`src/hw/lst_pkg.sv`:
```
// Constants of the local source table
`default_nettype none
package lst_pkg;
    // ==========================================
    // Entries and address map
    // ==========================================
    localparam int NUM_ENTRIES = 7;
    localparam int IDX_CERR = 0;
    localparam int IDX_TIMER = 1;
    localparam int IDX_THERM = 2;
    localparam int IDX_PERF = 3;
    localparam int IDX_PIN0 = 4;
    localparam int IDX_PIN1 = 5;
    localparam int IDX_ERR = 6;
    localparam logic [31:0] ADDR_CERR = 32'hfee002f0;
    localparam logic [31:0] ADDR_TIMER = 32'hfee00320;
    localparam logic [31:0] ADDR_THERM = 32'hfee00330;
    localparam logic [31:0] ADDR_PERF = 32'hfee00340;
    localparam logic [31:0] ADDR_PIN0 = 32'hfee00350;
    localparam logic [31:0] ADDR_PIN1 = 32'hfee00360;
    localparam logic [31:0] ADDR_ERR = 32'hfee00370;
    localparam logic [31:0] ADDR_VERSION = 32'hfee00030;
    localparam logic [NUM_ENTRIES-1:0][31:0] ENTRY_ADDR = {
        ADDR_ERR, ADDR_PIN1, ADDR_PIN0, ADDR_PERF, ADDR_THERM, ADDR_TIMER, ADDR_CERR};

    // ==========================================
    // Entry field layout
    // ==========================================
    localparam int VEC_LSB = 0;
    localparam int VEC_W = 8;
    localparam int MODE_LSB = 8;
    localparam int MODE_W = 3;
    localparam int STATUS_BIT = 12;
    localparam int POL_BIT = 13;
    localparam int REMOTE_BIT = 14;
    localparam int TRIG_BIT = 15;
    localparam int MASK_BIT = 16;
    localparam int TMODE_BIT = 17;
    localparam logic [31:0] ENTRY_RESET = 32'h00010000;
    // Writable bits per entry class
    localparam logic [31:0] WR_PIN = 32'h0001a7ff;
    localparam logic [31:0] WR_TIMER = 32'h000300ff;
    localparam logic [31:0] WR_ERR = 32'h000100ff;
    localparam logic [31:0] WR_OTHER = 32'h000107ff;
    localparam logic [NUM_ENTRIES-1:0][31:0] ENTRY_WR = {
        WR_ERR, WR_PIN, WR_PIN, WR_OTHER, WR_OTHER, WR_TIMER, WR_OTHER};
    localparam logic [7:0] VEC_FIRST_VALID = 8'h10;

    // ==========================================
    // Version register layout
    // ==========================================
    localparam int VER_LSB = 0;
    localparam int LAST_IDX_LSB = 16;
    localparam int EOI_SUPP_BIT = 24;
    localparam logic [7:0] VER_RESERVED_FIRST = 8'h20;

    // ==========================================
    // Delivery modes
    // ==========================================
    typedef enum logic [2:0] {
        LST_MODE_FIXED = 3'b000,
        LST_MODE_MGMT = 3'b010,
        LST_MODE_NMI = 3'b100,
        LST_MODE_INIT = 3'b101,
        LST_MODE_EXT = 3'b111
    } lst_mode_t;
endpackage
`default_nettype wire

```
`src/hw/lst_table.sv`:
```
// Local source table: entries, sensing, delivery to the core
//
// How it works
// - Hardwired version, never a reserved code
// - Last entry index equals entries minus one
// - Version flag: end-of-interrupt broadcast suppressible
// - One 32-bit register per local source
// - Thermal entry optional, fixed slot address
// - Each local pin delivers through its entry
// - Mode 000 vector, 010 management interrupt
// - Mode 100 non-maskable, vector ignored
// - Mode 101 init request, vector zero advised
// - Mode 111 external controller supplies vector
// - Status bit set until core accepts
// - Polarity 0 active high, 1 active low
// - Level fixed: remote flag until end-of-interrupt
// - Pin trigger bit: edge 0, level 1
// - Non-fixed modes and timer/error forced sensing
// - No external controller: fixed forced level
// - Mask 0 allows, 1 blocks
// - Performance entry self-masks when handled
// - Timer mode bit: one-shot 0, periodic 1
// - Vectors 16 to 255 valid
// - Vectors 0 to 15 flag illegal
// - Writing illegal fixed vector flags error
// - Reset clears entries, sets masks
// - Software-disabled forces all masks set
`default_nettype none
module lst_table #(
    parameter int HAS_THERMAL = 1,
    parameter logic [7:0] VERSION_CODE = 8'h1c, // Arbitrary value
    parameter logic EOI_SUPPRESS_OK = 1'b1
) (
    input wire logic sys_clk_i,
    input wire logic resetn_i,
    input wire logic [31:0] reg_addr_i,
    input wire logic reg_wr_i,
    input wire logic reg_rd_i,
    input wire logic [31:0] reg_wdata_i,
    output logic [31:0] reg_rdata_o,
    input wire logic sw_enable_i,
    input wire logic no_io_ctrl_i,
    input wire logic timer_evt_i,
    input wire logic thermal_evt_i,
    input wire logic perf_evt_i,
    input wire logic error_evt_i,
    input wire logic corrected_error_threshold_irq_i,
    input wire logic local_irq_pin0_i,
    input wire logic local_irq_pin1_i,
    output logic irq_valid_o,
    output logic [7:0] irq_vector_o,
    output lst_pkg::lst_mode_t irq_mode_o,
    output logic [2:0] irq_src_o,
    input wire logic irq_accept_i,
    output logic acknowledge_cycle_o,
    input wire logic end_of_interrupt_message_i,
    input wire logic [7:0] eoi_vector_i,
    output logic illegal_vector_o,
    output logic timer_periodic_o
);
    import lst_pkg::*;

    // Elaboration checks on the parameters
    if (HAS_THERMAL < 0 || HAS_THERMAL > 1) begin : g_bad_thermal
        $error("HAS_THERMAL must be 0 or 1");
    end
    if (VERSION_CODE >= VER_RESERVED_FIRST) begin : g_bad_version
        $error("VERSION_CODE lies in the reserved range");
    end

    localparam int IMPL_ENTRIES = NUM_ENTRIES - 1 + HAS_THERMAL;
    localparam logic [7:0] LAST_INDEX = 8'(IMPL_ENTRIES - 1);

    // ==========================================
    // Pin synchronisers
    // ==========================================
    logic [1:0] pin_meta;
    logic [1:0] pin_sync;
    logic [1:0] pin_act_d;

    always_ff @(posedge sys_clk_i) begin
        if (!resetn_i) begin
            pin_meta <= 2'h0;
            pin_sync <= 2'h0;
        end else begin
            pin_meta <= {local_irq_pin1_i, local_irq_pin0_i};
            pin_sync <= pin_meta;
        end
    end

    // ==========================================
    // Entry storage and decode
    // ==========================================
    logic [NUM_ENTRIES-1:0][31:0] ent;
    logic [NUM_ENTRIES-1:0] pending;
    logic [NUM_ENTRIES-1:0] remote;
    logic [NUM_ENTRIES-1:0] impl;
    logic [NUM_ENTRIES-1:0] hit;
    logic [NUM_ENTRIES-1:0] set_req;
    logic [NUM_ENTRIES-1:0] wr_illegal;
    logic [NUM_ENTRIES-1:0] lvl;
    logic [NUM_ENTRIES-1:0] active;
    logic [NUM_ENTRIES-1:0] evt;
    logic take;
    logic ver_hit;

    assign take = irq_valid_o && irq_accept_i;
    assign ver_hit = (reg_addr_i == ADDR_VERSION);
    assign evt[IDX_CERR] = corrected_error_threshold_irq_i;
    assign evt[IDX_TIMER] = timer_evt_i;
    assign evt[IDX_THERM] = thermal_evt_i;
    assign evt[IDX_PERF] = perf_evt_i;
    assign evt[IDX_ERR] = error_evt_i;
    assign evt[IDX_PIN0] = 1'b0;
    assign evt[IDX_PIN1] = 1'b0;

    genvar g;
    generate
        for (g = 0; g < NUM_ENTRIES; g++) begin : g_ent
            logic [7:0] vec;
            logic [2:0] mode;
            logic legal;
            logic fixed;
            logic prev_act;
            assign impl[g] = (g != IDX_THERM) || (HAS_THERMAL == 1);
            assign hit[g] = impl[g] && (reg_addr_i == ENTRY_ADDR[g]);
            assign vec = ent[g][VEC_LSB +: VEC_W];
            assign mode = ent[g][MODE_LSB +: MODE_W];
            assign fixed = (mode == LST_MODE_FIXED);
            assign legal = impl[g] && (mode == LST_MODE_FIXED || mode == LST_MODE_MGMT
                || mode == LST_MODE_NMI || mode == LST_MODE_INIT || mode == LST_MODE_EXT)
                && !(fixed && vec < VEC_FIRST_VALID);
            if ((g == IDX_PIN0) || (g == IDX_PIN1)) begin : g_pin
                assign active[g] = pin_sync[g - IDX_PIN0] ^ ent[g][POL_BIT];
                assign prev_act = pin_act_d[g - IDX_PIN0];
                // Trigger bit only counts in fixed mode
                assign lvl[g] = (fixed && (ent[g][TRIG_BIT] || no_io_ctrl_i))
                    || (mode == LST_MODE_EXT);
            end else begin : g_evt
                assign active[g] = evt[g];
                // Event inputs are one-cycle pulses, each one an edge
                assign prev_act = 1'b0;
                assign lvl[g] = 1'b0;
            end
            // Masked or illegal sources never set pending
            assign set_req[g] = legal && !ent[g][MASK_BIT]
                && (lvl[g] ? (active[g] && !pending[g] && !(fixed && remote[g]))
                           : (active[g] && !prev_act));
            assign wr_illegal[g] = reg_wr_i && hit[g]
                && reg_wdata_i[MODE_LSB +: MODE_W] == LST_MODE_FIXED
                && reg_wdata_i[VEC_LSB +: VEC_W] < VEC_FIRST_VALID;
        end
    endgenerate

    // Previous pin levels for edge sensing
    always_ff @(posedge sys_clk_i) begin
        if (!resetn_i) begin
            pin_act_d <= 2'h0;
        end else begin
            pin_act_d <= active[IDX_PIN1:IDX_PIN0];
        end
    end

    // ==========================================
    // Entry registers
    // ==========================================
    always_ff @(posedge sys_clk_i) begin
        if (!resetn_i) begin
            for (int i = 0; i < NUM_ENTRIES; i++) begin
                ent[i] <= ENTRY_RESET;
            end
        end else begin
            for (int i = 0; i < NUM_ENTRIES; i++) begin
                if (reg_wr_i && hit[i]) begin
                    ent[i] <= reg_wdata_i & ENTRY_WR[i];
                end
                if (!sw_enable_i) begin
                    ent[i][MASK_BIT] <= 1'b1;
                end
            end
            if (take && irq_src_o == 3'(IDX_PERF)) begin
                ent[IDX_PERF][MASK_BIT] <= 1'b1;
            end
        end
    end

    assign timer_periodic_o = ent[IDX_TIMER][TMODE_BIT];

    // ==========================================
    // Delivery status and remote flags
    // ==========================================
    always_ff @(posedge sys_clk_i) begin
        if (!resetn_i) begin
            pending <= '0;
        end else begin
            for (int i = 0; i < NUM_ENTRIES; i++) begin
                if (set_req[i]) begin
                    pending[i] <= 1'b1;
                end else if (take && irq_src_o == 3'(i)) begin
                    pending[i] <= 1'b0;
                end
            end
        end
    end

    always_ff @(posedge sys_clk_i) begin
        if (!resetn_i) begin
            remote <= '0;
        end else begin
            for (int i = 0; i < NUM_ENTRIES; i++) begin
                if (take && irq_src_o == 3'(i) && irq_mode_o == LST_MODE_FIXED && lvl[i]) begin
                    remote[i] <= 1'b1;
                end else if (end_of_interrupt_message_i
                    && eoi_vector_i == ent[i][VEC_LSB +: VEC_W]) begin
                    remote[i] <= 1'b0;
                end
            end
        end
    end

    // ==========================================
    // Delivery to the core
    // ==========================================
    logic any_ready;
    logic [2:0] pick;
    logic [NUM_ENTRIES-1:0] ready;

    assign ready = pending & ~({NUM_ENTRIES{irq_valid_o}});

    always_comb begin
        any_ready = 1'b0;
        pick = 3'h0;
        for (int i = NUM_ENTRIES - 1; i >= 0; i--) begin
            if (ready[i]) begin
                any_ready = 1'b1;
                pick = 3'(i);
            end
        end
    end

    always_ff @(posedge sys_clk_i) begin
        if (!resetn_i) begin
            irq_valid_o <= 1'b0;
            irq_vector_o <= 8'h00;
            irq_mode_o <= LST_MODE_FIXED;
            irq_src_o <= 3'h0;
        end else if (take) begin
            irq_valid_o <= 1'b0;
        end else if (!irq_valid_o && any_ready) begin
            irq_valid_o <= 1'b1;
            irq_src_o <= pick;
            irq_mode_o <= lst_mode_t'(ent[pick][MODE_LSB +: MODE_W]);
            // Only fixed mode carries the programmed vector
            irq_vector_o <= (ent[pick][MODE_LSB +: MODE_W] == LST_MODE_FIXED)
                ? ent[pick][VEC_LSB +: VEC_W] : 8'h00;
        end
    end

    // External controller answers the acknowledge and supplies the vector
    always_ff @(posedge sys_clk_i) begin
        if (!resetn_i) begin
            acknowledge_cycle_o <= 1'b0;
        end else begin
            acknowledge_cycle_o <= take && irq_mode_o == LST_MODE_EXT;
        end
    end

    // ==========================================
    // Illegal vector indication
    // ==========================================
    logic evt_illegal;

    always_comb begin
        evt_illegal = 1'b0;
        for (int i = 0; i < NUM_ENTRIES; i++) begin
            if (impl[i] && !ent[i][MASK_BIT] && active[i]
                && ent[i][MODE_LSB +: MODE_W] == LST_MODE_FIXED
                && ent[i][VEC_LSB +: VEC_W] < VEC_FIRST_VALID) begin
                evt_illegal = 1'b1;
            end
        end
    end

    always_ff @(posedge sys_clk_i) begin
        if (!resetn_i) begin
            illegal_vector_o <= 1'b0;
        end else begin
            illegal_vector_o <= (|wr_illegal) || evt_illegal;
        end
    end

    // ==========================================
    // Register read
    // ==========================================
    logic [31:0] next_rdata;

    always_comb begin
        next_rdata = 32'h00000000;
        if (ver_hit) begin
            next_rdata[VER_LSB +: 8] = VERSION_CODE;
            next_rdata[LAST_IDX_LSB +: 8] = LAST_INDEX;
            next_rdata[EOI_SUPP_BIT] = EOI_SUPPRESS_OK;
        end
        for (int i = 0; i < NUM_ENTRIES; i++) begin
            if (hit[i]) begin
                next_rdata = ent[i];
                next_rdata[STATUS_BIT] = pending[i];
                next_rdata[REMOTE_BIT] = remote[i] && ENTRY_WR[i][TRIG_BIT];
            end
        end
    end

    always_ff @(posedge sys_clk_i) begin
        if (!resetn_i) begin
            reg_rdata_o <= 32'h00000000;
        end else if (reg_rd_i) begin
            reg_rdata_o <= next_rdata;
        end
    end
endmodule // lst_table
`default_nettype wire

```
`config.mk`:
```
export PLATFORM = sky130hd
export DESIGN_NAME = lst_table
export DESIGN_NICKNAME = d
export VERILOG_FILES = /design/src/hw/lst_pkg.sv /design/src/hw/lst_table.sv
export SDC_FILE = /design/constraint.sdc
export NUM_CORES = 1
export LEC_CHECK = 0
export BUFFER_PORTS_ARGS = -buffer_cell sky130_fd_sc_hd__buf_4
export CAP_MARGIN = 40
export CORE_AREA = 10 10 145 147
export DETAILED_ROUTE_END_ITERATION = 8
export DIE_AREA = 0 0 155 157
export HOLD_SLACK_MARGIN = 0.1
export PLACE_DENSITY = 0.62
export SKIP_CTS_REPAIR_TIMING = 1
export SYNTH_ARGS = -nofsm -noshare
export SYNTH_HDL_FRONTEND = slang
export SYNTH_SLANG_ARGS = --single-unit
```
`constraint.sdc`:
```
create_clock -name sys_clk_i -period 5.65 [get_ports sys_clk_i]
set_input_delay 1.4125 -clock sys_clk_i [delete_from_list [all_inputs] [get_ports sys_clk_i]]
set_output_delay 1.4125 -clock sys_clk_i [all_outputs]
set_load 0.02 [all_outputs]
```
---- Word-level counts from Yosys, hierarchy flattened ----
Cells that the tools add are included.
word-level totals
  flip-flop bits (word level) ............. 147
  output and inout port bits .............. 50
  logic and storage cells ................. 298
cells by class
  $lt $le $gt $ge ......................... 9
  equality and inequality tests ........... 37
  multiplexer cells ....................... 53
  bitwise logic cells ..................... 7
  reductions and logical operators ........ 159
operators by type and width
  cell                                                        number
  == test 32 bit, second input constant                       8
  two-way mux 32 bit                                          6
  binary-select mux 32 bit (select 3 bit)                     1
  logical AND 1 bit                                           90
  less-than comparator 8 x 5 -> 1 bit, second input constant  8
  == test 3 bit, second input constant                        19
  two-way mux 1 bit                                           34
  logical NOT 3 bit                                           9
  logical OR 1 bit                                            25
  two-way mux 25 bit                                          1
  == test 3 x 2 -> 1 bit, second input constant               7
  logical NOT 1 bit                                           21
  two-way mux 3 bit                                           7
  nonzero test 2 bit                                          9
  == test 8 bit                                               2
  two-way mux 11 bit                                          1
  two-way mux 9 bit                                           1
  two-way mux 8 bit                                           1
  bitwise AND 7 bit                                           1
  NOT 7 bit                                                   1
  OR reduction 7 bit                                          1
  two-way mux 5 bit                                           1
  less-than comparator 3 x 4 -> 1 bit, second input constant  1
  AND reduction 2 bit                                         2
  other kinds (5)                                             8

---- Longest topological paths before layout ----
Gate-level depths: netlist of run 1.
  depth in word-level cells ............... 13
  depth in mapped cells ................... 9

---- Least setup slack after synthesis of run 1 ----
No wires, ideal clock.
  kind .................................... input port to flip-flop
  from .................................... in reg_addr_i[19]
  to ...................................... reg reg_rdata_o[12]
  library setup time ...................... 0.058 ns
  arrival ................................. 3.230 ns
  data required time ...................... 5.592 ns
  path slack .............................. 2.362 ns
  stages on the path ...................... 9
  cells stage by stage .................... nor4bb_1 > or3b_1 > buf_2 > or4_1 > buf_2 > nor2_2 > nand2_1 > a21oi_1 > o21a_1
between the ends
  cells in the longest elaborated chain, start to end .. 8
  elaborated cells on any way between the ends .. 14
  those cells by class .................... eq/ne (7); mux (7)
RTL lines
  element                           RTL line          RTL
  start: declaration                lst_table.sv:36   input wire logic [31:0] reg_addr_i,
  == test 32 bit                    lst_table.sv:126  assign hit[g] = impl[g] && (reg_addr_i == ENTRY_ADDR[g]);
  two-way mux 25 bit                lst_table.sv:305  if (hit[i]) begin
  two-way mux 32 bit (5 in series)  lst_table.sv:305
  two-way mux 32 bit *              lst_table.sv:305
  end signal: assignment            lst_table.sv:317  reg_rdata_o <= next_rdata;
  end: declaration                  lst_table.sv:40   output logic [31:0] reg_rdata_o,
Every way passes the cells marked *; elsewhere a longest branch is shown, timed or not.
A chain may end at the register's enable or synchronous reset.

---- Worst setup path in the final report of run 1 ----
  from .................................... in reg_addr_i[19]
  to ...................................... reg ent[138] (netlist bit)
between the ends
  cells in the longest elaborated chain, start to end .. 2
RTL lines
  element                         RTL line          RTL
  == test 32 bit                  lst_table.sv:126
  logical AND 1 bit               lst_table.sv:174  if (reg_wr_i && hit[i]) begin
  end signal: indexed assignment  lst_table.sv:175  ent[i] <= reg_wdata_i & ENTRY_WR[i];
  end: declaration                lst_table.sv:94   logic [NUM_ENTRIES-1:0][31:0] ent;
No other way between the ends.

==> impl_metrics.yaml, run 1 <==
status:
  outcome: "finished, final reports clean"
floorplan:
  core-area_mm2: 0.0183
  die-area_mm2: 0.0243
  die_h_um: 157
  start_util_pct: 39.1
  die_width_um: 155
  io_pins: 137
  fp-row-count: 50
synthesis:
  synth.area.mux_share_pct: 5.05
  synth_fa_ha_area_share_pct: 0
  synth_edf_count: 0
  synth_simple_gate_area_share_pct: 29.2
  synth_seq_area_share_pct: 37.2
  ys_async_sr_fraction_pct: 0
  syn_avg_cell_area_um2: 7.56
  ys_types: 67
  synth_xor_area_share_pct: 2.20
  yosys_warnings: 0
  synth_top_family_by_area: "simple AND/OR/NAND/NOR gates"
  syn_area_mm2: 0.00716
  netlist_instances: 947
  ys_ff_latch: 133
  synth_compound_area_share_pct: 20.4
  synthFlopType: "dfxtp_1"
power:
  vdd_ir_drop_max_v: 0.000250
  p_leak_nw: 3.07
  power_density_mw_per_mm2: 257
detailed_routing:
  drt_iter0_markers: 548
  vias: 7221
  drt-vias-per-instance: 5.72
  drt_first_pass_iters: 5
  antenna_left: 0
  wl_per_cell_um: 20.3
  drc: 0
  wl_um: 25600
place:
  hpwl_um: 18900
  place_inst: 1231
  io_buffers: 106
  gp_congestion: 0.931
  post-place-ws_ps: 1300
timing:
  hold_violations: 0
  hold_ws_ps: 431
  slew_headroom_pct: 40.1
  setup-violations-final: 0
  post-route-worst-setup-slack_ps: 1650
  max_freq_ghz: 0.250
  period_needed_ps: 4000
  finClkSkew_ps: 7.57
  tns_ps: 0
  maxSlewViolCount: 0
  tightest_slew_ps: 891
  fin_crit_sh_pct: 70.7
  grt_setup_unrepaired: "false"
grt:
  grt_pass1_wl_um: 39100
  busiest_layer: "met2"
  grt_pass1_vias: 6755
  grt_usage_pct: 20.4
  use_met2_pct: 33.0
  grt_use_met1_pct: 26.2
  antenna_found_initial: 0
  use_met3_pct: 4.67
  overflow: 0
  grt_start_max_net_pins: 51
setup_path:
  start_kind: "input port"
  critPathArrivalTime_ps: 4360
  critPathMaxFanout: 14
  cp_slowest_cell: "nor4_4"
  r2r_cells: 7
  required_ps: 6010
  cp_cell_sequence: "buf_4, nor4bb_1, or3b_1, nor4_4, nand2_1, nor2_2, nand2_1, a21oi_1"
  cp-end-kind: "flip-flop"
  r2r_end: "irq_vector_o[2]"
  regToRegSetupSlack_ps: 2490
  crit_top_cell: "nand2_1"
  r2r_start: "pending[3]"
  crit_path_max_incr_delay_ps: 680
  crit_type: "in -> reg"
worst_hold_path:
  whs_path_depth: 1
  min_to: "pin_sync[1]"
  hp-start: "pin_meta[1]"
  min_path_type: "reg -> reg"
final_layout:
  num_antenna_cells: 0
  fin_util_pct: 46.8
  mostFrequentLayoutCells: "213 x nand2_1, 134 x a21oi_1, 133 x dfxtp_1"
  drive_gt1_share_pct: 17.2
  final_nets: 1103
  syn2layout_area_growth_pct: 19.8
  stdcell_count: 1263
  n_fill_cell: 1838
  final_common_cell: "nand2_1"
clocking:
  cts_buffer_depth: 2
  clk_pin_slew_ps: 60
  cts_max_level: 4
  cts_tree: "done"
  root_buffer: "clkbuf_16"
  numCtsBuffers: 17
  clk-insertion-delay-late_ps: 430
  cts.sinks: 133
job:
  drv_cap: 0
## registers in the layout, summed over array words and instances (netlist names)
| signal | cells |
|---|---|
| pin_sync | 2 |
| irq_src_o | 3 |
| irq_mode_o | 3 |
| irq_valid_o | 1 |
| timer_periodic_o | 1 |
| illegal_vector_o | 1 |
| pin_act_d | 2 |
| reg_rdata_o | 18 |
| pending | 7 |
| pin_meta | 2 |
| remote | 2 |
| acknowledge_cycle_o | 1 |
| ent | 82 |
| irq_vector_o | 8 |
## worst max path at each step
stage / slack, ps / start / to
floorplan: 2360 / reg_addr_i[19] / reg_rdata_o[12]
global placement: 1320 / reg_addr_i[19] / ent[141]
detailed placement: 1300 / reg_addr_i[19] / ent[138]
CTS: 1730 / reg_addr_i[19] / ent[138]
global route: 1420 / reg_addr_i[19] / ent[141]
finish: 1650 / reg_addr_i[19] / ent[138]
## critical path, delay by kind of cell
kind,cells,cell delay (ps)
compound gates,1,170
buf+inv,1,110
simple gates,6,2660
## cells by family (layout without fill, tap and decap cells)
logic type	after synthesis	after routing
flops	133	133
xor+xnor	18	18
mux	35	35
buf+inv	83	153
simple gates	430	430
compound gates	247	247
other cells	1	13
## synthesized netlist by cell type, drive strengths merged, types with 3 or more instances
cell	count	area, um2
nand2	214	806
a21oi	134	671
dfxtp	133	2660
nor2	57	221
o21ai	47	235
nand3	42	210
clkbuf	39	146
buf	36	244
mux2i	26	260
nor2b	18	113
nor4	18	183
xor2	15	131
nor3	13	65.1
a22oi	12	90.1
and3	12	80.1
and2	10	62.6
mux2	9	101
or3	9	56.3
nand2b	8	50.1
nand4	8	62.6
a32oi	7	61.3
inv	7	26.3
o221ai	7	61.3
o31ai	6	58.8
nor3b	5	42.5
o211ai	5	37.5
nand4b	4	35.0
a221o	3	30.0
nor4b	3	38.8
o22ai	3	18.8
o41ai	3	26.3
or2	3	18.8
or4	3	22.5
xnor2	3	26.3
## metal layers
| metal | routed length, um | vias to the layer above |
|---|---|---|
| li1 | - | 3449 |
| met1 | 10900 | 3420 |
| met2 | 12200 | 301 |
| met3 | 1880 | 51 |
| met4 | 646 | 0 |
| met5 | 0 | - |
## metrics by stage
step                      power (W)  area [um2]
after floorplan             0.00104        7210
after global placement      0.00110        7960
after detailed placement    0.00110        7980
after CTS                   0.00221        8580
after global routing        0.00226        8580
final                       0.00220        8580
## final cells by class
cell class,instances,area (um2),area share (%)
repair buffers,113,861,10.0
well taps,234,293,3.41
flip-flops and latches,133,2660,31.0
inverters,8,31.3,0.365
clock inverters,11,126,1.47
clock buffers,21,470,5.48
multi-input cells,743,4140,48.2
## power breakdown
part	switching (W)	internal (W)	leakage, nW
clock	0.000437	0.000684	0.281
sequential	0.00000122	0.000941	1.07
combinational	0.0000881	0.0000518	1.72
total	0.000526	0.00168	3.07
Power figures use the tool's default switching activity.
==> run 2, diff against run 1 <==
==> constraint.sdc (replaced) <==
create_clock -name sys_clk_i -period 3.8 [get_ports sys_clk_i]
set_input_delay 0.95 -clock sys_clk_i [delete_from_list [all_inputs] [get_ports sys_clk_i]]
set_output_delay 0.95 -clock sys_clk_i [all_outputs]
set_load 0.02 [all_outputs]
==> run 2 against run 1 <==
Effect of this change: setup slack got worse by 930 ps; clock-buffer cell count fell by 2; register-to-register slack worse by 1500 ps; critical endpoint is now ent[194]; sequential cell count is the same; utilization increased by 0.78 points; final cell count up 0.87%; largest cell class unchanged; global-route usage rose by 0.21 points; clock skew down 1.8 ps; die area stayed put; combinational power increased by 49%.
==> impl_metrics.yaml, run 2 (synthesis results as in run 1) <==
setup_path:
  critPathMaxFanout: 9
  crit_path_max_incr_delay_ps: 580
  required_ps: 4150
  cp-end-kind: "flip-flop"
  crit_type: "in -> reg"
  cp_cell_sequence: "buf_4, nor4_2, nand4_2, nor4_4, nor2b_1, and2_1, nand2_1, a21oi_1"
  cp_top_family: "simple AND/OR/NAND/NOR gates"
  start_kind: "input port"
  critPathArrivalTime_ps: 3420
  cp_slowest_cell: "nor4_4"
  timing.critical_path.buf_inv: 1
job:
  drv_cap: 0
final_layout:
  syn2layout_area_growth_pct: 21.8
  regMostFlops: "ent"
  stdcell_count: 1274
  drive_gt1_share_pct: 18.2
  num_antenna_cells: 0
  largest_register_ffs: 82
  mostFrequentLayoutCells: "213 x nand2_1, 134 x a21oi_1, 133 x dfxtp_1"
  final_common_cell: "nand2_1"
  top_regs: "ent x82, reg_rdata_o x18, irq_vector_o x8"
  design_area_mm2: 0.00872
  n_fill_cell: 1860
  final_nets: 1114
timing:
  tightest_slew_ps: 948
  finClkSkew_ps: 5.79
  hold_ws_ps: 433
  hold_violations: 0
  grt_setup_unrepaired: "false"
  slew_headroom_pct: 36.5
  setup-violations-final: 0
  tns_ps: 0
  maxSlewViolCount: 0
  max_freq_ghz: 0.325
  period_needed_ps: 3070
  fin_crit_sh_pct: 80.9
grt:
  grt_start_max_net_pins: 97
  grt_pass1_wl_um: 39400
  overflow: 0
  antenna_found_initial: 0
  grt_usage_pct: 20.6
  grt_pass1_vias: 6818
clocking:
  cts_max_level: 4
  cts_buffer_depth: 2
  clk-insertion-delay-late_ps: 430
  cts_tree: "done"
  clk_pin_slew_ps: 60
  cts.sinks: 133
  numCtsBuffers: 17
  root_buffer: "clkbuf_16"
detailed_routing:
  vias: 7274
  drt_first_pass_iters: 5
  drt_iter0_markers: 712
  drc: 0
  antenna_left: 0
  drt-vias-per-instance: 5.71
  wl_um: 25700
  wl_per_cell_um: 20.2
floorplan:
  die_width_um: 155
  start_util_pct: 39.1
  io_pins: 137
  die_h_um: 157
  core-area_mm2: 0.0183
  die-area_mm2: 0.0243
  fp-row-count: 50
power:
  power_density_mw_per_mm2: 395
  vdd_ir_drop_max_v: 0.000374
  p_leak_nw: 3.16
status:
  outcome: "finished, final reports clean"
worst_hold_path:
  min_path_type: "reg -> reg"
place:
  placed_cell_area_mm2: 0.00807
  place_inst: 1242
  io_buffers: 106
  hpwl_um: 19100
  gp_congestion: 0.957
-- run 2: cell count changes in the layout (fill, tap and decap cells not counted) --
cell,change
buf_4,+11
bufinv_16,+3
clkbuf_1,-1
clkbuf_8,-1
clkinv_2,+1
clkinv_4,-2
-- run 2: layout make-up --
class                   count  area, um2  share of cell area [%]
inverters                   8       31.3                   0.359
clock inverters            13        204                    2.34
flip-flops and latches    133       2660                    30.5
well taps                 234        293                    3.36
clock buffers              19        453                    5.19
multi-input cells         743       4140                    47.4
repair buffers            124        943                    10.8
-- run 2: worst paths after layout --
kind              slack [ps]  depth (start not counted)               to           from
setup / recovery         730                          8         ent[194]  reg_addr_i[1]
hold / removal           430                          1      pin_sync[1]    pin_meta[1]
setup reg to reg        1000                          7  irq_vector_o[1]     pending[2]
hold reg to reg          430                          1      pin_sync[1]    pin_meta[1]
-- run 2: layer usage --
| layer | vias up | track usage, % | part of all wire (%) |
|---|---|---|---|
| met1 | 3449 | 25.9 | 42 |
| met3 | 36 | 4.48 | 7.7 |
| met2 | 309 | 34.2 | 48 |
| met5 | - | 0 | 0 |
| li1 | 3480 | - | - |
| met4 | 0 | 6.97 | 2.1 |
-- run 2: per-stage QoR --
step	total power (W)	utilization, %	setup slack, ps
4_1_cts	0.00346	47.6	766
6_report	0.00345	47.6	728
3_5_place_dp	0.00164	44.0	385
5_1_grt	0.00353	47.6	608
3_3_place_gp	0.00164	44.0	384
2_1_floorplan	0.00154	-	974
-- run 2: power by group --
part	internal [W]	switching, W	leakage [nW]
combinational	0.0000777	0.000130	1.77
clock	0.00119	0.000644	0.311
sequential	0.00140	0.00000203	1.07
total	0.00267	0.000777	3.16
